[src/pkg/cpcfg_pkg.sv]
// constants, region map and helpers for the code-protection configuration block
package cpcfg_pkg;

   // ==========================================================
   // widths
   localparam int CPCFG_REG_AW  = 22;
   localparam int CPCFG_PROG_AW = 21;

   // ==========================================================
   // configuration-space byte addresses
   localparam logic [21:0] CPCFG_LOW_ADDR  = 22'h300008;
   localparam logic [21:0] CPCFG_HIGH_ADDR = 22'h300009;
   localparam logic [21:0] CPCFG_STAT_ADDR = 22'h300010;

   // ==========================================================
   // field positions
   localparam int CPCFG_BLK0_BIT = 0;
   localparam int CPCFG_BLK1_BIT = 1;
   localparam int CPCFG_BLK2_BIT = 2;
   localparam int CPCFG_BLK3_BIT = 3;
   localparam int CPCFG_BOOT_BIT = 6;
   localparam int CPCFG_EEP_BIT  = 7;

   // implemented bits and unprogrammed values
   localparam logic [7:0] CPCFG_LOW_MASK  = 8'h0F;
   localparam logic [7:0] CPCFG_HIGH_MASK = 8'hC0;
   localparam logic [7:0] CPCFG_LOW_RST   = 8'h0F;
   localparam logic [7:0] CPCFG_HIGH_RST  = 8'hC0;
   localparam logic [7:0] CPCFG_SMALL_FIX = 8'h0C;

   // ==========================================================
   // program memory regions
   localparam logic [20:0] CPCFG_BOOT_LO = 21'h000000;
   localparam logic [20:0] CPCFG_BOOT_HI = 21'h0007FF;
   localparam logic [20:0] CPCFG_BLK0_LO = 21'h000800;
   localparam logic [20:0] CPCFG_BLK0_HI = 21'h001FFF;
   localparam logic [20:0] CPCFG_BLK1_LO = 21'h002000;
   localparam logic [20:0] CPCFG_BLK1_HI = 21'h003FFF;
   localparam logic [20:0] CPCFG_BLK2_LO = 21'h004000;
   localparam logic [20:0] CPCFG_BLK2_HI = 21'h005FFF;
   localparam logic [20:0] CPCFG_BLK3_LO = 21'h006000;
   localparam logic [20:0] CPCFG_BLK3_HI = 21'h007FFF;

   typedef enum logic [6:0] {
      CPCFG_RG_BOOT = 7'h01,
      CPCFG_RG_BLK0 = 7'h02,
      CPCFG_RG_BLK1 = 7'h04,
      CPCFG_RG_BLK2 = 7'h08,
      CPCFG_RG_BLK3 = 7'h10,
      CPCFG_RG_EEP  = 7'h20,
      CPCFG_RG_NONE = 7'h40
   } cpcfg_region_t;

   function automatic logic cpcfg_in_range(input logic [20:0] a, input logic [20:0] lo,
                                           input logic [20:0] hi);
      cpcfg_in_range = (a >= lo) && (a <= hi);
   endfunction

endpackage

[src/verilog/cpcfg_region_check.sv]
// region decode and protect decision for one memory access
`timescale 1ns/1ps
module cpcfg_region_check
   import cpcfg_pkg::*;
(
   input  wire logic [20:0]   addr_in,      // program memory address
   input  wire logic          eeprom_in,    // access targets data eeprom
   input  wire logic [7:0]    low_in,       // low protect byte
   input  wire logic [7:0]    high_in,      // high protect byte
   output cpcfg_region_t      region_out,   // one-hot region
   output logic               protect_out   // region is code-protected
);

   // ==========================================================
   // decode
   always_comb begin
      if (eeprom_in) begin
         region_out  = CPCFG_RG_EEP;
         protect_out = !high_in[CPCFG_EEP_BIT];
      end else if (cpcfg_in_range(addr_in, CPCFG_BOOT_LO, CPCFG_BOOT_HI)) begin
         region_out  = CPCFG_RG_BOOT;
         protect_out = !high_in[CPCFG_BOOT_BIT];
      end else if (cpcfg_in_range(addr_in, CPCFG_BLK0_LO, CPCFG_BLK0_HI)) begin
         region_out  = CPCFG_RG_BLK0;
         protect_out = !low_in[CPCFG_BLK0_BIT];
      end else if (cpcfg_in_range(addr_in, CPCFG_BLK1_LO, CPCFG_BLK1_HI)) begin
         region_out  = CPCFG_RG_BLK1;
         protect_out = !low_in[CPCFG_BLK1_BIT];
      end else if (cpcfg_in_range(addr_in, CPCFG_BLK2_LO, CPCFG_BLK2_HI)) begin
         region_out  = CPCFG_RG_BLK2;
         protect_out = !low_in[CPCFG_BLK2_BIT];
      end else if (cpcfg_in_range(addr_in, CPCFG_BLK3_LO, CPCFG_BLK3_HI)) begin
         region_out  = CPCFG_RG_BLK3;
         protect_out = !low_in[CPCFG_BLK3_BIT];
      end else begin
         // above the covered blocks nothing is protected
         region_out  = CPCFG_RG_NONE;
         protect_out = 1'b0;
      end
   end

endmodule // cpcfg_region_check

[src/verilog/cpcfg_top.sv]
// code-protection configuration bytes and access gate for program and eeprom memory
//
// Decided for this implementation: the plain strobed port.
`timescale 1ns/1ps
// Overview of operation
// - block 0 protected when low bit 0 clear
// - block 1 protected when low bit 1 clear
// - block 2 protected when low bit 2 clear
// - block 3 protected when low bit 3 clear
// - boot block protected when high bit 6 clear
// - data eeprom protected when high bit 7 clear
// - unused bits of both bytes read zero
// - bits read 1 unprogrammed, only clearable
// - bytes live at 300008h and 300009h
module cpcfg_top
   import cpcfg_pkg::*;
#(
   parameter bit SMALL_MEM = 1'b0                 // reduced-memory variant
)(
   input  wire logic          sys_clk_in,         // 40 MHz clock
   input  wire logic          rst_n_in,           // synchronous reset, active low
   input  wire logic [21:0]   reg_addr_in,        // register byte address
   input  wire logic [7:0]    reg_wdata_in,       // register write data
   input  wire logic          reg_wr_in,          // write strobe
   input  wire logic          reg_rd_in,          // read strobe
   output logic [7:0]         reg_rdata_out,      // read data, cycle after strobe
   input  wire logic          bulk_erase_in,      // full device erase pulse
   input  wire logic          acc_valid_in,       // memory access request
   input  wire logic [20:0]   acc_addr_in,        // program memory address
   input  wire logic          acc_eeprom_in,      // request targets data eeprom
   input  wire logic          acc_ext_in,         // request from external reader
   output logic               acc_grant_out,      // access allowed pulse
   output logic               acc_deny_out,       // access refused pulse
   output logic [6:0]         acc_region_out,     // region of last request
   output logic               block0_protect_n_out,      // block 0 protect bit
   output logic               block1_protect_n_out,      // block 1 protect bit
   output logic               block2_protect_n_out,      // block 2 protect bit
   output logic               block3_protect_n_out,      // block 3 protect bit
   output logic               boot_block_protect_n_out,  // boot block protect bit
   output logic               data_eeprom_protect_n_out  // data eeprom protect bit
);

   // ==========================================================
   // local types
   typedef logic [7:0] cpcfg_byte_t;

   // bits that the small variant keeps set whatever is written
   localparam cpcfg_byte_t LOW_FIX = SMALL_MEM ? CPCFG_SMALL_FIX : 8'h00;

   // ==========================================================
   // helper functions
   // true when a byte address selects the low protect byte
   function automatic logic cpcfg_is_low(input logic [21:0] a);
      cpcfg_is_low = (a == CPCFG_LOW_ADDR);
   endfunction

   // true when a byte address selects the high protect byte
   function automatic logic cpcfg_is_high(input logic [21:0] a);
      cpcfg_is_high = (a == CPCFG_HIGH_ADDR);
   endfunction

   // a write can only clear implemented bits; ones in the data leave a bit alone
   function automatic cpcfg_byte_t cpcfg_clear_only(input cpcfg_byte_t cur,
                                                    input cpcfg_byte_t wdata,
                                                    input cpcfg_byte_t mask,
                                                    input cpcfg_byte_t fix);
      cpcfg_clear_only = ((cur & wdata) | fix) & mask;
   endfunction

   // what a read returns for one address; holes and unused bits read zero
   function automatic cpcfg_byte_t cpcfg_read_mux(input logic [21:0] a,
                                                  input cpcfg_byte_t lo,
                                                  input cpcfg_byte_t hi);
      if (cpcfg_is_low(a)) begin
         cpcfg_read_mux = lo & CPCFG_LOW_MASK;
      end else if (cpcfg_is_high(a)) begin
         cpcfg_read_mux = hi & CPCFG_HIGH_MASK;
      end else begin
         cpcfg_read_mux = 8'h00;
      end
   endfunction

   // ==========================================================
   // stored protect bytes
   // reset stands for the arrival of a blank part; a real array keeps its
   // contents across reset, so a mid-run reset here acts like a full erase
   cpcfg_byte_t low_q;
   cpcfg_byte_t low_d;
   cpcfg_byte_t high_q;
   cpcfg_byte_t high_d;
   logic        low_wr;
   logic        high_wr;

   assign low_wr  = reg_wr_in && cpcfg_is_low(reg_addr_in);
   assign high_wr = reg_wr_in && cpcfg_is_high(reg_addr_in);

   // erase wins over a write in the same cycle: erase or reset is the only way back to 1
   always_comb begin
      low_d  = low_q;
      high_d = high_q;
      if (bulk_erase_in) begin
         low_d  = CPCFG_LOW_RST | LOW_FIX;
         high_d = CPCFG_HIGH_RST;
      end else begin
         if (low_wr) begin
            low_d = cpcfg_clear_only(low_q, reg_wdata_in, CPCFG_LOW_MASK, LOW_FIX);
         end
         if (high_wr) begin
            high_d = cpcfg_clear_only(high_q, reg_wdata_in, CPCFG_HIGH_MASK, 8'h00);
         end
      end
   end

   always_ff @(posedge sys_clk_in) begin
      if (!rst_n_in) begin
         low_q <= CPCFG_LOW_RST | LOW_FIX;
      end else begin
         low_q <= low_d;
      end
   end

   always_ff @(posedge sys_clk_in) begin
      if (!rst_n_in) begin
         high_q <= CPCFG_HIGH_RST;
      end else begin
         high_q <= high_d;
      end
   end

   // ==========================================================
   // protect bit outputs, straight from the stored bytes
   assign block0_protect_n_out      = low_q[CPCFG_BLK0_BIT];
   assign block1_protect_n_out      = low_q[CPCFG_BLK1_BIT];
   assign block2_protect_n_out      = low_q[CPCFG_BLK2_BIT];
   assign block3_protect_n_out      = low_q[CPCFG_BLK3_BIT];
   assign boot_block_protect_n_out  = high_q[CPCFG_BOOT_BIT];
   assign data_eeprom_protect_n_out = high_q[CPCFG_EEP_BIT];

   // ==========================================================
   // register read port
   cpcfg_byte_t rdata_q;

   // data stand for exactly one cycle after the strobe and read zero otherwise
   always_ff @(posedge sys_clk_in) begin
      if (!rst_n_in) begin
         rdata_q <= 8'h00;
      end else if (reg_rd_in) begin
         rdata_q <= cpcfg_read_mux(reg_addr_in, low_q, high_q);
      end else begin
         rdata_q <= 8'h00;
      end
   end

   assign reg_rdata_out = rdata_q;

   // ==========================================================
   // access gate
   cpcfg_region_t rc_region;
   logic          rc_protect;
   logic          grant_d;
   logic          deny_d;
   logic          grant_q;
   logic          deny_q;
   cpcfg_region_t region_q;

   // the decision uses the bytes as they stand now, never a copy taken earlier
   cpcfg_region_check cpcfg_region_check_inst (
      .addr_in     (acc_addr_in),
      .eeprom_in   (acc_eeprom_in),
      .low_in      (low_q),
      .high_in     (high_q),
      .region_out  (rc_region),
      .protect_out (rc_protect)
   );

   // protection only keeps out external readers; code running inside the part
   // may still fetch from its own protected blocks
   always_comb begin
      grant_d = 1'b0;
      deny_d  = 1'b0;
      if (acc_valid_in) begin
         if (acc_ext_in && rc_protect) begin
            deny_d  = 1'b1;
         end else begin
            grant_d = 1'b1;
         end
      end
   end

   always_ff @(posedge sys_clk_in) begin
      if (!rst_n_in) begin
         grant_q <= 1'b0;
      end else begin
         grant_q <= grant_d;
      end
   end

   always_ff @(posedge sys_clk_in) begin
      if (!rst_n_in) begin
         deny_q <= 1'b0;
      end else begin
         deny_q <= deny_d;
      end
   end

   // the region is held from the last request so software can see what was refused
   always_ff @(posedge sys_clk_in) begin
      if (!rst_n_in) begin
         region_q <= CPCFG_RG_NONE;
      end else if (acc_valid_in) begin
         region_q <= rc_region;
      end
   end

   assign acc_grant_out  = grant_q;
   assign acc_deny_out   = deny_q;
   assign acc_region_out = region_q;

   // ==========================================================
   // assertions
   a_grant_deny_excl:
      assert property (@(posedge sys_clk_in) disable iff (!rst_n_in)
         !(grant_q && deny_q))
      else $error("grant and deny high together");

   a_request_answered:
      assert property (@(posedge sys_clk_in) disable iff (!rst_n_in)
         acc_valid_in
         |=> (grant_q || deny_q))
      else $error("access request left unanswered");

   a_deny_when_protected:
      assert property (@(posedge sys_clk_in) disable iff (!rst_n_in)
         deny_q
         |-> ($past(acc_valid_in) && $past(acc_ext_in) && $past(rc_protect)))
      else $error("access refused without protection");

   a_grant_when_allowed:
      assert property (@(posedge sys_clk_in) disable iff (!rst_n_in)
         grant_q
         |-> ($past(acc_valid_in) && !($past(acc_ext_in) && $past(rc_protect))))
      else $error("protected access granted");

   // holding the region lets a refused request be inspected afterwards
   a_region_hold:
      assert property (@(posedge sys_clk_in) disable iff (!rst_n_in)
         ($past(rst_n_in) && !$past(acc_valid_in))
         |-> (region_q == $past(region_q)))
      else $error("region changed without a request");

   a_boot_deny_bit:
      assert property (@(posedge sys_clk_in) disable iff (!rst_n_in)
         (deny_q && (region_q == CPCFG_RG_BOOT))
         |-> !$past(high_q[CPCFG_BOOT_BIT]))
      else $error("boot block refused while unprotected");

   a_blk0_deny_bit:
      assert property (@(posedge sys_clk_in) disable iff (!rst_n_in)
         (deny_q && (region_q == CPCFG_RG_BLK0))
         |-> !$past(low_q[CPCFG_BLK0_BIT]))
      else $error("block 0 refused while unprotected");

   a_blk1_deny_bit:
      assert property (@(posedge sys_clk_in) disable iff (!rst_n_in)
         (deny_q && (region_q == CPCFG_RG_BLK1))
         |-> !$past(low_q[CPCFG_BLK1_BIT]))
      else $error("block 1 refused while unprotected");

   a_blk2_deny_bit:
      assert property (@(posedge sys_clk_in) disable iff (!rst_n_in)
         (deny_q && (region_q == CPCFG_RG_BLK2))
         |-> !$past(low_q[CPCFG_BLK2_BIT]))
      else $error("block 2 refused while unprotected");

   a_blk3_deny_bit:
      assert property (@(posedge sys_clk_in) disable iff (!rst_n_in)
         (deny_q && (region_q == CPCFG_RG_BLK3))
         |-> !$past(low_q[CPCFG_BLK3_BIT]))
      else $error("block 3 refused while unprotected");

   a_eep_deny_bit:
      assert property (@(posedge sys_clk_in) disable iff (!rst_n_in)
         (deny_q && (region_q == CPCFG_RG_EEP))
         |-> !$past(high_q[CPCFG_EEP_BIT]))
      else $error("data eeprom refused while unprotected");

   // stored bytes may only lose ones, except through erase or reset
   a_low_no_set:
      assert property (@(posedge sys_clk_in) disable iff (!rst_n_in)
         ($past(rst_n_in) && !$past(bulk_erase_in))
         |-> ((low_q & ~$past(low_q)) == 8'h00))
      else $error("low protect bit set without erase");

   a_high_no_set:
      assert property (@(posedge sys_clk_in) disable iff (!rst_n_in)
         ($past(rst_n_in) && !$past(bulk_erase_in))
         |-> ((high_q & ~$past(high_q)) == 8'h00))
      else $error("high protect bit set without erase");

   a_erase_restores:
      assert property (@(posedge sys_clk_in) disable iff (!rst_n_in)
         $past(bulk_erase_in)
         |-> ((low_q == (CPCFG_LOW_RST | LOW_FIX)) && (high_q == CPCFG_HIGH_RST)))
      else $error("erase did not restore the protect bytes");

   a_low_unused_store:
      assert property (@(posedge sys_clk_in) disable iff (!rst_n_in)
         ((low_q & ~CPCFG_LOW_MASK) == 8'h00))
      else $error("unused low bits not zero");

   a_high_unused_store:
      assert property (@(posedge sys_clk_in) disable iff (!rst_n_in)
         ((high_q & ~CPCFG_HIGH_MASK) == 8'h00))
      else $error("unused high bits not zero");

   a_low_read_map:
      assert property (@(posedge sys_clk_in) disable iff (!rst_n_in)
         ($past(rst_n_in) && $past(reg_rd_in) && ($past(reg_addr_in) == CPCFG_LOW_ADDR))
         |-> (reg_rdata_out == ($past(low_q) & CPCFG_LOW_MASK)))
      else $error("low byte read returned wrong data");

   a_high_read_map:
      assert property (@(posedge sys_clk_in) disable iff (!rst_n_in)
         ($past(rst_n_in) && $past(reg_rd_in) && ($past(reg_addr_in) == CPCFG_HIGH_ADDR))
         |-> (reg_rdata_out == ($past(high_q) & CPCFG_HIGH_MASK)))
      else $error("high byte read returned wrong data");

   a_read_idle_zero:
      assert property (@(posedge sys_clk_in) disable iff (!rst_n_in)
         !$past(reg_rd_in)
         |-> (reg_rdata_out == 8'h00))
      else $error("read data present without a strobe");

endmodule // cpcfg_top

[config.mk]
export PLATFORM = sky130hd
export DESIGN_NAME = cpcfg_top
export DESIGN_NICKNAME = d
export VERILOG_FILES = /design/src/pkg/cpcfg_pkg.sv /design/src/verilog/cpcfg_region_check.sv /design/src/verilog/cpcfg_top.sv
export SDC_FILE = /design/constraint.sdc
export NUM_CORES = 1
export LEC_CHECK = 0
export BUFFER_PORTS_ARGS = -buffer_cell sky130_fd_sc_hd__buf_2
export CORE_UTILIZATION = 40
export CTS_CLUSTER_SIZE = 16
export DETAILED_ROUTE_END_ITERATION = 6
export PLACE_DENSITY_LB_ADDON = 0.1
export SLEW_MARGIN = 0
export SYNTH_ARGS = -nofsm -noshare
export SYNTH_HDL_FRONTEND = slang
export SYNTH_SLANG_ARGS = --single-unit
[constraint.sdc]
create_clock -name sys_clk_in -period 1.95 [get_ports sys_clk_in]
set_clock_uncertainty 0.15 [all_clocks]
set_input_delay 0.0975 -clock sys_clk_in [delete_from_list [all_inputs] [get_ports sys_clk_in]]
set_output_delay 0.0975 -clock sys_clk_in [all_outputs]
set_load 0.05 [all_outputs]
Word-level counts from Yosys, hierarchy flattened
Cells that the tools add are included.
{"block": "word_totals", "register_bits": 23, "in_bits": 59, "elab_cells": 59}
{"block": "op_classes", "magnitude_cmp": 10, "n_eq_ne": 2, "mux": 15, "bitwise_logic": 5, "n_reduce_logical": 19}
{"cell": "$eq A22 B22 Y1 const B", "n": 2}
{"cell": "$ge A21 B15 Y1 const B", "n": 2}
{"cell": "$le A21 B15 Y1 const B", "n": 2}
{"cell": "$mux W7", "n": 6}
{"cell": "$ge A21 B1 Y1 const B", "n": 1}
{"cell": "$ge A21 B12 Y1 const B", "n": 1}
{"cell": "$ge A21 B14 Y1 const B", "n": 1}
{"cell": "$le A21 B11 Y1 const B", "n": 1}
{"cell": "$le A21 B13 Y1 const B", "n": 1}
{"cell": "$le A21 B14 Y1 const B", "n": 1}
{"cell": "$and A8 B8 Y8", "n": 1}
{"cell": "$logic_and A1 B1 Y1", "n": 8}
{"cell": "$mux W1", "n": 8}
{"cell": "$logic_not A1 Y1", "n": 6}
{"cell": "$and A4 B4 Y4", "n": 1}
{"cell": "$mux W4", "n": 1}
{"cell": "$reduce_and A2 Y1", "n": 2}
{"cell": "$reduce_or A4 Y1", "n": 1}
{"cell": "$not A1 Y1", "n": 3}
{"cell": "$reduce_or A3 Y1", "n": 1}
{"cell": "$reduce_or A2 Y1", "n": 1}

Depth between registers and ports, before layout
Gate-level depths: netlist of run 1.
{"block": "logic_depth", "ltp_word": 10, "depth_mapped": 5, "ltp_nobuf": 4}

Modules after synthesis
From an unflattened synthesis of run 1, not the netlist that was laid out.
{"block": "hier_totals", "cells_unflattened": 118, "hier_area_um2": 1016.0}
{"module": "cpcfg_top", "n_inst": 1, "cells_each": 95, "area_each_um2": 870.8, "seq_area_each_um2": 420.4}
{"module": "cpcfg_region_check", "n_inst": 1, "cells_each": 23, "area_each_um2": 145.1, "seq_area_each_um2": 0.0}

Least setup slack after synthesis of run 1
Ideal clock, no wire load.
{"block": "synth_path", "kind": "flip-flop to flip-flop", "startpoint": "register low_q[3]", "endpoint": "register deny_q, in the netlist acc_deny_out", "t_arrival_ps": 1328, "setup_slack_ps": 356, "path_stages_with_launch": 5, "n_path_buf": 0, "period_less_slack_ps": 1594, "path_cell_list": "dfxtp_1 mux2i_1 o311ai_0 a211oi_1 and3_1"}
{"block": "synth_via", "elab_chain_cells": 9}
{"element": "start: declaration", "line_no": "cpcfg_top.sv:87", "rtl": "cpcfg_byte_t low_q;"}
{"element": "start signal: assignment", "line_no": "cpcfg_top.sv:116", "rtl": "low_q <= CPCFG_LOW_RST | LOW_FIX;"}
{"element": "start signal: assignment", "line_no": "cpcfg_top.sv:118", "rtl": "low_q <= low_d;"}
{"element": "$logic_not A1 Y1", "line_no": "cpcfg_region_check.sv:34", "rtl": "protect_out = !low_in[CPCFG_BLK3_BIT];"}
{"element": "$mux W1", "line_no": "cpcfg_region_check.sv:32", "rtl": "end else if (cpcfg_in_range(addr_in, CPCFG_BLK3_LO, CPCFG_BLK3_HI)) begin"}
{"element": "$mux W1", "line_no": "cpcfg_region_check.sv:29", "rtl": "end else if (cpcfg_in_range(addr_in, CPCFG_BLK2_LO, CPCFG_BLK2_HI)) begin"}
{"element": "$mux W1", "line_no": "cpcfg_region_check.sv:26", "rtl": "end else if (cpcfg_in_range(addr_in, CPCFG_BLK1_LO, CPCFG_BLK1_HI)) begin"}
{"element": "$mux W1", "line_no": "cpcfg_region_check.sv:23", "rtl": "end else if (cpcfg_in_range(addr_in, CPCFG_BLK0_LO, CPCFG_BLK0_HI)) begin"}
{"element": "$mux W1", "line_no": "cpcfg_region_check.sv:20", "rtl": "end else if (cpcfg_in_range(addr_in, CPCFG_BOOT_LO, CPCFG_BOOT_HI)) begin"}
{"element": "$mux W1", "line_no": "cpcfg_region_check.sv:17", "rtl": "if (eeprom_in) begin"}
{"element": "$logic_and A1 B1 Y1", "line_no": "cpcfg_top.sv:182", "rtl": "if (acc_ext_in && rc_protect) begin"}
{"element": "$mux W1", "line_no": "cpcfg_top.sv:182"}
{"element": "end signal: assignment", "line_no": "cpcfg_top.sv:202", "rtl": "deny_q <= deny_d;"}
{"element": "end: declaration", "line_no": "cpcfg_top.sv:163", "rtl": "logic deny_q;"}
No other way between the ends.
A chain may end at the register's enable or synchronous reset.

Worst setup path in the final report of run 1
{"block": "layout_path", "startpoint": "input reg_addr_in[0]", "endpoint": "register low_q[2]"}
{"block": "layout_via", "elab_chain_cells": 2}
{"element": "start: declaration", "line_no": "cpcfg_top.sv:22", "rtl": "input wire logic [21:0] reg_addr_in,"}
{"element": "$eq A22 B22 Y1", "line_no": "cpcfg_top.sv:54", "rtl": "cpcfg_is_low = (a == CPCFG_LOW_ADDR);"}
{"element": "$logic_and A1 B1 Y1", "line_no": "cpcfg_top.sv:94", "rtl": "assign low_wr = reg_wr_in && cpcfg_is_low(reg_addr_in);"}
No other way between the ends.

==> results of run 1 <==
[state kept, by name, summed over array words and instances, names as in the netlist]
name	cells
reg_rdata_out	6
high_q	2
acc_deny_out	1
acc_region_out	7
low_q	4
acc_grant_out	1
[per-stage QoR]
| stage | cells | instance area [sq um] | hold WS (ps) | util, % |
|---|---|---|---|---|
| 4_1_cts | 220 | 1548 | 0.5448 | 68.65 |
| 3_5_place_dp | 194 | 1301 | 181.8 | 57.71 |
| 3_3_place_gp | 194 | 1301 | 173.8 | 57.71 |
| 5_1_grt | 220 | 1558 | 30.80 | 69.09 |
| 2_1_floorplan | 106 | 974.7 | 73.60 | - |
| 6_report | 220 | 1558 | 2.489 | 69.09 |
[logic make-up (layout without fill, tap and decap cells)]
logic type | Yosys count | after routing | share of synthesized area (%)
multiplexers | 3 | 3 | 3.093
flip-flops | 21 | 21 | 43.30
buffers and inverters | 9 | 95 | 5.541
AND/OR/NAND/NOR | 54 | 54 | 33.25
other | 1 | 2 | 0.3862
AO/OA/AOI/OAI | 17 | 17 | 14.43
[path summary, 6_finish.rpt]
path	to	slack, ps	cells past startpoint
setup / recovery	low_q[2]$_SDFFE_PP1P_	120	6
hold / removal	acc_region_out[2]$_SDFFE_PN0P_	2	4
setup reg to reg	acc_deny_out$_SDFF_PN0_	530	4
hold reg to reg	reg_rdata_out[1]$_SDFF_PN0_	320	2
[metal layers]
layer	wire, microns	GRT usage (%)	part of all wire, %	up-vias
met5	0	0	0	-
met4	29	8.108	1.1	0
met3	165	3.274	6.3	4
met2	1321	40.57	50	41
met1	1109	25.00	42	498
li1	-	-	-	556
[synth_stat cells]
| cell type | n |
|---|---|
| clkbuf_1 | 2 |
| o41ai_2 | 3 |
| nor4_2 | 2 |
| nor4b_1 | 1 |
| nand4b_1 | 1 |
| nor2_1 | 5 |
| buf_2 | 1 |
| nor2b_1 | 3 |
| nor4_1 | 8 |
| nand2_1 | 14 |
| o311ai_0 | 1 |
| conb_1 | 1 |
| buf_6 | 1 |
| nand2b_1 | 6 |
| nand3_1 | 3 |
| a211oi_1 | 2 |
| mux2i_1 | 3 |
| nor3b_1 | 1 |
| a21oi_1 | 1 |
| dfxtp_1 | 21 |
| nor4b_2 | 1 |
| o21ai_0 | 6 |
| o31ai_1 | 1 |
| a211o_1 | 1 |
| buf_4 | 3 |
| and3_1 | 1 |
| o41ai_1 | 1 |
| o21a_1 | 1 |
| nand4_1 | 1 |
| nand3b_1 | 7 |
| inv_1 | 2 |
[cell type report]
type	instances	area share, %
Multi-Input combinational cell	76	32.77
Inverter	2	0.4819
Tap cell	28	2.249
Timing Repair Buffer	89	35.82
Clock buffer	4	1.687
Sequential cell	21	26.99
[power by group through the flow]
| stage | combinational [uW] | sequential, uW | clock (uW) |
|---|---|---|---|
| after floorplan | 52.1 | 458 | 0 |
| after global placement | 121 | 444 | 0 |
| after detailed placement | 123 | 444 | 0 |
| after CTS | 149 | 434 | 209 |
| after global routing | 164 | 435 | 227 |
| final | 151 | 434 | 208 |
[worst max-delay path: cells and delay by family]
kind | cells | cell delay [ps]
and+or+nand+nor | 2 | 300
buffers and inverters | 3 | 1260
AOI/OAI and AO/OA | 1 | 210
[timing repair]
item | 4_1_cts | 5_1_grt
hold buffers | 22 | 0
hold endpoints to repair | 16 | 0
gates resized for setup | 0 | 2
setup endpoints to repair | 0 | 3
==> results.json, run 1 <==
{
  "drive_above_1_share_pct": 40.63,
  "max_freq_mhz": 547.5,
  "crit_type": "in2reg",
  "reg2reg_from": "low_q[0]$_SDFFE_PP1P_",
  "synthToLayoutAreaGrowth_pct": 60.44,
  "fill_cells": 197,
  "regArea_sq_um": 420.4,
  "cpPeakStageDelay_ps": 560,
  "dpl.hpwl_microns": 1808,
  "max-vdd-ir-drop_mv": 0.3051,
  "post_cts_buffers": 0,
  "coreArea_sq_um": 2255,
  "crit_path_start": "reg_addr_in[0]",
  "clk_latency_ps": 300,
  "cts_tree": "built",
  "finalPower_uw": 793.1,
  "rsz0062_at_grt": "false",
  "ys_warn_count": 0,
  "drt_iter0_markers": 10,
  "portBuffers": 66,
  "wl_microns": 2625,
  "p_sw_uw": 204.9,
  "cts_made_buffers": 3,
  "status": "complete, no violations",
  "hold_class": "in2reg",
  "timing.final.crit_share_pct": 93.66,
  "vias_per_cell": 4.995,
  "place_ws_ps": 397.3,
  "die_x_microns": 51.27,
  "grt_max_degree": 16,
  "start_util_pct": 43.06,
  "detail-route-antenna-nets": 0,
  "syn_avg_cell_area_sq_um": 9.247,
  "p_per_area_nw_per_um2": 509.1,
  "clock_sinks": 21,
  "synth_seq_cells": 21,
  "max_cap_violations": 0,
  "yosysTopAreaCell": "dfxtp_1",
  "p_seq_share_pct": 54.8,
  "finalSetupTns_ps": 0,
  "ctsHtreeMaxLevel": 1,
  "maxSlewViolCount": 0,
  "fp.dieH_microns": 51.27,
  "synthCells": 105,
  "cpMostUsedCell": "dlygate4sd3_1",
  "synth_cell_types": 31,
  "seq_area_frac_synth_pct": 43.30,
  "die_area_sq_um": 2628,
  "combPwrFrac_pct": 19.1,
  "power.share.switching_pct": 25.84,
  "worstPathCellList": "dlygate4sd3_1 > buf_2 > nand2b_1 > o41ai_2 > nand2_1 > dlygate4sd3_1",
  "track_usage_pct": 21.89,
  "synth_area_leaders": "dfxtp_1 43%, nand2_1 5.4%, nand3b_1 5.4%",
  "period_minus_slack_ps": 1826,
  "num_antenna_cells": 0,
  "finalHoldViolCount": 0,
  "grt.overflow.total": 0,
  "p_leak_uw": 0.0007211,
  "crit_fanout": 10,
  "mostFrequentLayoutCells": "66 x buf_2, 22 x dlygate4sd3_1, 21 x dfxtp_1",
  "drt-pass1-iter-count": 4,
  "num_io_pins": 82,
  "worst_slack_ps": 123.6,
  "cts_root_buf": "clkbuf_4",
  "yosysTopAreaCellShare_pct": 43.30,
  "setup_viol": 0,
  "wl_per_cell_microns": 11.93,
  "clock_power_share_pct": 26.2,
  "clk_path_buf_depth": 2,
  "slowest_stage": "dlygate4sd3_1",
  "grt_pass1_vias": 1029,
  "holdCritStartpoint": "acc_addr_in[15]",
  "nets": 252,
  "final_common_cell": "buf_2",
  "grt_pass1_wl_microns": 4319,
  "intPower_uw": 588.2,
  "cp.arrival_ps": 1860,
  "multi_input_area_sq_um": 510.5,
  "end_kind": "flip-flop",
  "drc": 0,
  "synthesis.area_sq_um": 970.9,
  "gp_congestion": 0.7447,
  "placementRows": 17,
  "setup.worst_path.start_class": "primary input",
  "vias": 1099,
  "grt_antenna_before_repair": 0,
  "cp.required_ps": 1990,
  "clk_pin_slew_ps": 120
}
Power figures use the tool's default switching activity.
==> inputs of run 2 (changes only) <==
==> constraint.sdc (replaced) <==
create_clock -name sys_clk_in -period 2.3 [get_ports sys_clk_in]
set_clock_uncertainty 0.15 [all_clocks]
set_input_delay 0.115 -clock sys_clk_in [delete_from_list [all_inputs] [get_ports sys_clk_in]]
set_output_delay 0.115 -clock sys_clk_in [all_outputs]
set_load 0.05 [all_outputs]
==> run 2 against run 1 <==
  * Global-route usage down 0.44 points
  * Critical endpoint unchanged
  * Critical path depth down 1
  * Sequential share of layout area up 1.3 points
  * Core utilization down 3.1 points
  * Sequential cell count unchanged
  * Cell count down 2.7%
==> results.json, run 2 (synthesis results as in run 1) <==
{
  "setup.worst_path.start_class": "primary input",
  "track_usage_pct": 21.46,
  "wl_per_cell_microns": 11.93,
  "holdCritStartpoint": "acc_addr_in[20]",
  "cts_made_buffers": 3,
  "grt_pass1_wl_microns": 4236,
  "drive_above_1_share_pct": 40.86,
  "start_util_pct": 43.06,
  "cts_root_buf": "clkbuf_4",
  "clock_sinks": 21,
  "num_antenna_cells": 0,
  "holdWs_ps": 10.91,
  "clock_power_share_pct": 26.4,
  "status": "complete, no violations",
  "max_freq_mhz": 518.9,
  "timing.final.crit_share_pct": 83.79,
  "cp.arrival_ps": 1970,
  "combPwrFrac_pct": 18.2,
  "finalHoldViolCount": 0,
  "cp.required_ps": 2340,
  "intPower_uw": 493.1,
  "setup_viol": 0,
  "dpl.hpwl_microns": 1843,
  "p_sw_uw": 171.7,
  "fill_cells": 208,
  "gp_congestion": 0.7442,
  "nets": 246,
  "mostFrequentLayoutCells": "66 x buf_2, 21 x dfxtp_1, 16 x dlygate4sd3_1",
  "detail-route-antenna-nets": 0,
  "drt-pass1-iter-count": 4,
  "p_per_area_nw_per_um2": 446.9,
  "power.share.switching_pct": 25.83,
  "hold_class": "in2reg",
  "fp.dieH_microns": 51.27,
  "grt.overflow.total": 0,
  "grt_max_degree": 16,
  "placementRows": 17,
  "grt_pass1_vias": 1033,
  "ctsHtreeMaxLevel": 1,
  "grt_antenna_before_repair": 0,
  "coreArea_sq_um": 2255,
  "finalSetupTns_ps": 0,
  "portBuffers": 66,
  "clk_path_buf_depth": 2,
  "vias_per_cell": 4.935,
  "max-vdd-ir-drop_mv": 0.3302,
  "reg2reg_from": "low_q[0]$_SDFFE_PP1P_",
  "drc": 0,
  "largest_register_ffs": 7,
  "die_area_sq_um": 2628,
  "crit_fanout": 15,
  "vias": 1056,
  "post_cts_buffers": 0,
  "synthToLayoutAreaGrowth_pct": 53.22,
  "clk_latency_ps": 300,
  "num_io_pins": 82,
  "crit_type": "in2reg",
  "die_x_microns": 51.27,
  "p_seq_share_pct": 55.4,
  "drt_iter0_markers": 11,
  "cts_tree": "built",
  "clk_pin_slew_ps": 120,
  "period_minus_slack_ps": 1927,
  "rsz0062_at_grt": "false",
  "wl_microns": 2552,
  "max_cap_violations": 0,
  "maxSlewViolCount": 0,
  "crit_path_start": "rst_n_in",
  "p_leak_uw": 0.0006829,
  "final_common_cell": "buf_2",
  "end_kind": "flip-flop"
}
## run 2: cell count changes in the layout (fill, tap and decap cells not counted), sizes merged
cell	change
dlygate4sd3	-6
## run 2: cell type report
type                       instances  area (sq um)  area share [%]
sequential                        21         420.4           28.26
timing repair buffer              83         498.0           33.47
tap                               28         35.03           2.355
clock buffer                       4         26.28           1.766
inverter                           2         7.507          0.5046
multi-input combinational         76         500.5           33.64
## run 2: what timing repair did
item	CTS	global route
endpoints found under the hold margin	12	0
hold buffers	16	0
gates resized for setup	0	0
## run 2: critical path, cell delays in order
cell and delay [ps]:
dlygate4sd3_1 520, buf_2 260, nor2b_1 400, nand2_1 90
dlygate4sd3_1 570
## run 2: layer usage
layer / share of wire (%) / routed length, microns / GRT usage [%] / up-vias
li1: - / - / - / 542
met1: 43 / 1109 / 24.82 / 469
met3: 6.9 / 175 / 3.869 / 4
met4: 1.2 / 31 / 7.658 / 0
met2: 48 / 1235 / 39.04 / 41
met5: 0 / 0 / 0 / -
## run 2: per-stage QoR
step | util, % | worst slack, ps | cells | total power [uW] | instance area (sq um)
after floorplan | - | 706.2 | 106 | 432.8 | 974.7
after global placement | 57.71 | 753.4 | 194 | 478.8 | 1301
after detailed placement | 57.71 | 725.7 | 194 | 481.2 | 1301
after CTS | 65.98 | 407.1 | 214 | 667.9 | 1488
after global routing | 65.98 | 289.5 | 214 | 694.4 | 1488
final | 65.98 | 372.9 | 214 | 664.8 | 1488
## run 2: power groups by stage
stage,registers (uW),clock network (uW),logic (uW)
final,368,175,121
after global routing,369,193,132
after CTS,368,179,121
after detailed placement,377,0,105
after global placement,376,0,103
after floorplan,389,0,44.2
## run 2: final timing paths
| kind | to | slack (ps) | cells after the start |
|---|---|---|---|
| setup / recovery | low_q[2]$_SDFFE_PP1P_ | 370 | 5 |
| hold / removal | acc_region_out[4]$_SDFFE_PN0P_ | 10 | 4 |
| setup reg to reg | acc_deny_out$_SDFF_PN0_ | 890 | 4 |
| hold reg to reg | reg_rdata_out[1]$_SDFF_PN0_ | 330 | 2 |
==> inputs of run 3 (changes only) <==
--- a/config.mk
+++ b/config.mk
@@ -6,7 +6,7 @@
 export NUM_CORES = 1
 export LEC_CHECK = 0
 export BUFFER_PORTS_ARGS = -buffer_cell sky130_fd_sc_hd__buf_2
-export CORE_UTILIZATION = 40
+export CORE_UTILIZATION = 37
 export CTS_CLUSTER_SIZE = 16
 export DETAILED_ROUTE_END_ITERATION = 6
 export PLACE_DENSITY_LB_ADDON = 0.1
==> constraint.sdc (replaced) <==
create_clock -name sys_clk_in -period 1.8 [get_ports sys_clk_in]
set_clock_uncertainty 0.15 [all_clocks]
set_input_delay 0.09 -clock sys_clk_in [delete_from_list [all_inputs] [get_ports sys_clk_in]]
set_output_delay 0.09 -clock sys_clk_in [all_outputs]
set_load 0.05 [all_outputs]
==> run 3 against run 2 <==
  * The run now ends with negative hold slack left
  * Final area up 9.5%
  * Power up 31%
  * Global-route usage down 2.1 points
  * Largest power group unchanged
==> results.json, run 3 (synthesis results as in run 1) <==
{
  "status": "complete, but fails checks",
  "violations": "negative hold slack",
  "grt_antenna_before_repair": 0,
  "end_kind": "flip-flop",
  "crit_family": "buffers and inverters",
  "cp.required_ps": 1840,
  "reg2reg_from": "low_q[0]$_SDFFE_PP1P_",
  "reg2reg_depth": 4,
  "vias": 1123,
  "cts_tree": "built",
  "timing.final.crit_share_pct": 94.61,
  "ctsHtreeMaxLevel": 1,
  "clock_sinks": 21,
  "top_usage_layer": "met2",
  "use_met3_pct": 3.736,
  "max_freq_mhz": 587.2,
  "portBuffers": 66,
  "grt.overflow.total": 0,
  "cts_root_buf": "clkbuf_4",
  "max-vdd-ir-drop_mv": 0.3101,
  "hold_path_end": "low_q[3]$_SDFFE_PP1P_",
  "clk_path_buf_depth": 2,
  "die_x_microns": 53.23,
  "placementRows": 18,
  "drc": 0,
  "clk_pin_slew_ps": 120,
  "cts_made_buffers": 3,
  "dpl.hpwl_microns": 1778,
  "setup_viol": 0,
  "drt_iter0_markers": 11,
  "drive_above_1_share_pct": 41.12,
  "worstPathCellList": "dlygate4sd3_1 > buf_2 > nand3b_1 > dlygate4sd3_1 > o31ai_1 > nand2_1",
  "nets": 257,
  "fp.dieH_microns": 53.23,
  "hold_depth": 4,
  "hold_class": "in2reg",
  "period_minus_slack_ps": 1703,
  "finalPower_uw": 868.9,
  "critPathBufInv": 3,
  "finalHoldViolCount": 2,
  "crit_fanout": 1,
  "gp_congestion": 0.7647,
  "fin_cells": 227,
  "cpPeakStageDelay_ps": 570,
  "mostFrequentLayoutCells": "66 x buf_2, 25 x dlygate4sd3_1, 21 x dfxtp_1",
  "setup.worst_path.start_class": "primary input",
  "synthToLayoutAreaGrowth_pct": 67.78,
  "largest_register_ffs": 7,
  "grt_pass1_vias": 988,
  "grt_pass1_wl_microns": 4071,
  "p_leak_uw": 0.0007807,
  "p_per_area_nw_per_um2": 533.4,
  "placed_cells": 196,
  "die_area_sq_um": 2833,
  "worstReg2RegEnd": "acc_deny_out$_SDFF_PN0_",
  "holdCritStartpoint": "reg_wdata_in[3]",
  "use_met1_pct": 25.26,
  "worst_slack_ps": 97.08,
  "track_usage_pct": 19.33,
  "cpMostUsedCell": "dlygate4sd3_1",
  "wl_per_cell_microns": 11.22,
  "vias_per_cell": 4.947,
  "detail-route-antenna-nets": 0,
  "cp.arrival_ps": 1740,
  "start_util_pct": 39.19,
  "num_antenna_cells": 0,
  "max_cap_violations": 0,
  "maxSlewViolCount": 0,
  "num_io_pins": 82,
  "grt_max_degree": 16,
  "place_ws_ps": 246.0,
  "final_common_cell": "buf_2",
  "holdWs_ps": -13.44,
  "coreArea_sq_um": 2477,
  "slowest_stage": "dlygate4sd3_1",
  "clk_latency_ps": 300,
  "grt_use_met2_pct": 31.87,
  "r2r_slack_ps": 370,
  "drt-pass1-iter-count": 3,
  "wl_microns": 2547,
  "crit_type": "in2reg"
}
[run 3: timing repair]
action,4_1_cts,5_1_grt
endpoints found under the hold margin,20,2
resized for setup,0,5
buffers inserted,0,2
hold buffers,24,3
endpoints found under the setup margin,0,4
[run 3: worst max path at each step]
| stage | from | to | slack (ps) | depth (start not counted) |
|---|---|---|---|---|
| finish | reg_wdata_in[7] | high_q[7]$_SDFFE_PP1P_ | 100 | 6 |
| detailed placement | reg_addr_in[5] | low_q[0]$_SDFFE_PP1P_ | 250 | 5 |
| global route | reg_wdata_in[7] | high_q[7]$_SDFFE_PP1P_ | -5 | 6 |
| CTS | reg_addr_in[5] | low_q[0]$_SDFFE_PP1P_ | 40 | 6 |
| global placement | reg_addr_in[5] | low_q[0]$_SDFFE_PP1P_ | 240 | 5 |
| floorplan | low_q[3]$_SDFFE_PP1P_ | acc_deny_out$_SDFF_PN0_ | 210 | 4 |
[run 3: tightest hold or removal path: cells and delay by family]
kind / cells / cell delay, ps
AOI/OAI and AO/OA: 1 / 70
and+or+nand+nor: 2 / 190
buffers and inverters: 1 / 70
[run 3: where the power goes]
part | internal (uW) | total (uW) | switching (uW)
logic | 89.1 | 173 | 84.3
clock network | 82.7 | 225 | 142
registers | 469 | 470 | 1.51
total | 641 | 869 | 228
[run 3: per-stage QoR]
stage          util (%)  area [sq um]  TNS, ps
2_1_floorplan         -         974.7        0
4_1_cts           63.43          1572        0
3_5_place_dp      52.63          1304        0
6_report          65.76          1629        0
3_3_place_gp      52.63          1304        0
5_1_grt           65.76          1629   -5.178
[run 3: routing by layer]
metal	routed length [microns]	vias up	part of all wire, %
li1	-	566	-
met1	1108	508	44
met2	1263	45	50
met3	151	4	5.9
met4	24	0	0.94
met5	0	-	0
[run 3: layout make-up]
type                    count  area [sq um]
clock buffers               3         22.52
clock inverters             1         5.005
fillers                   238         848.3
inverters                   2         7.507
multi-input cells          76         529.3
flip-flops and latches     21         420.4
well taps                  30         37.54
repair buffers             94         606.8
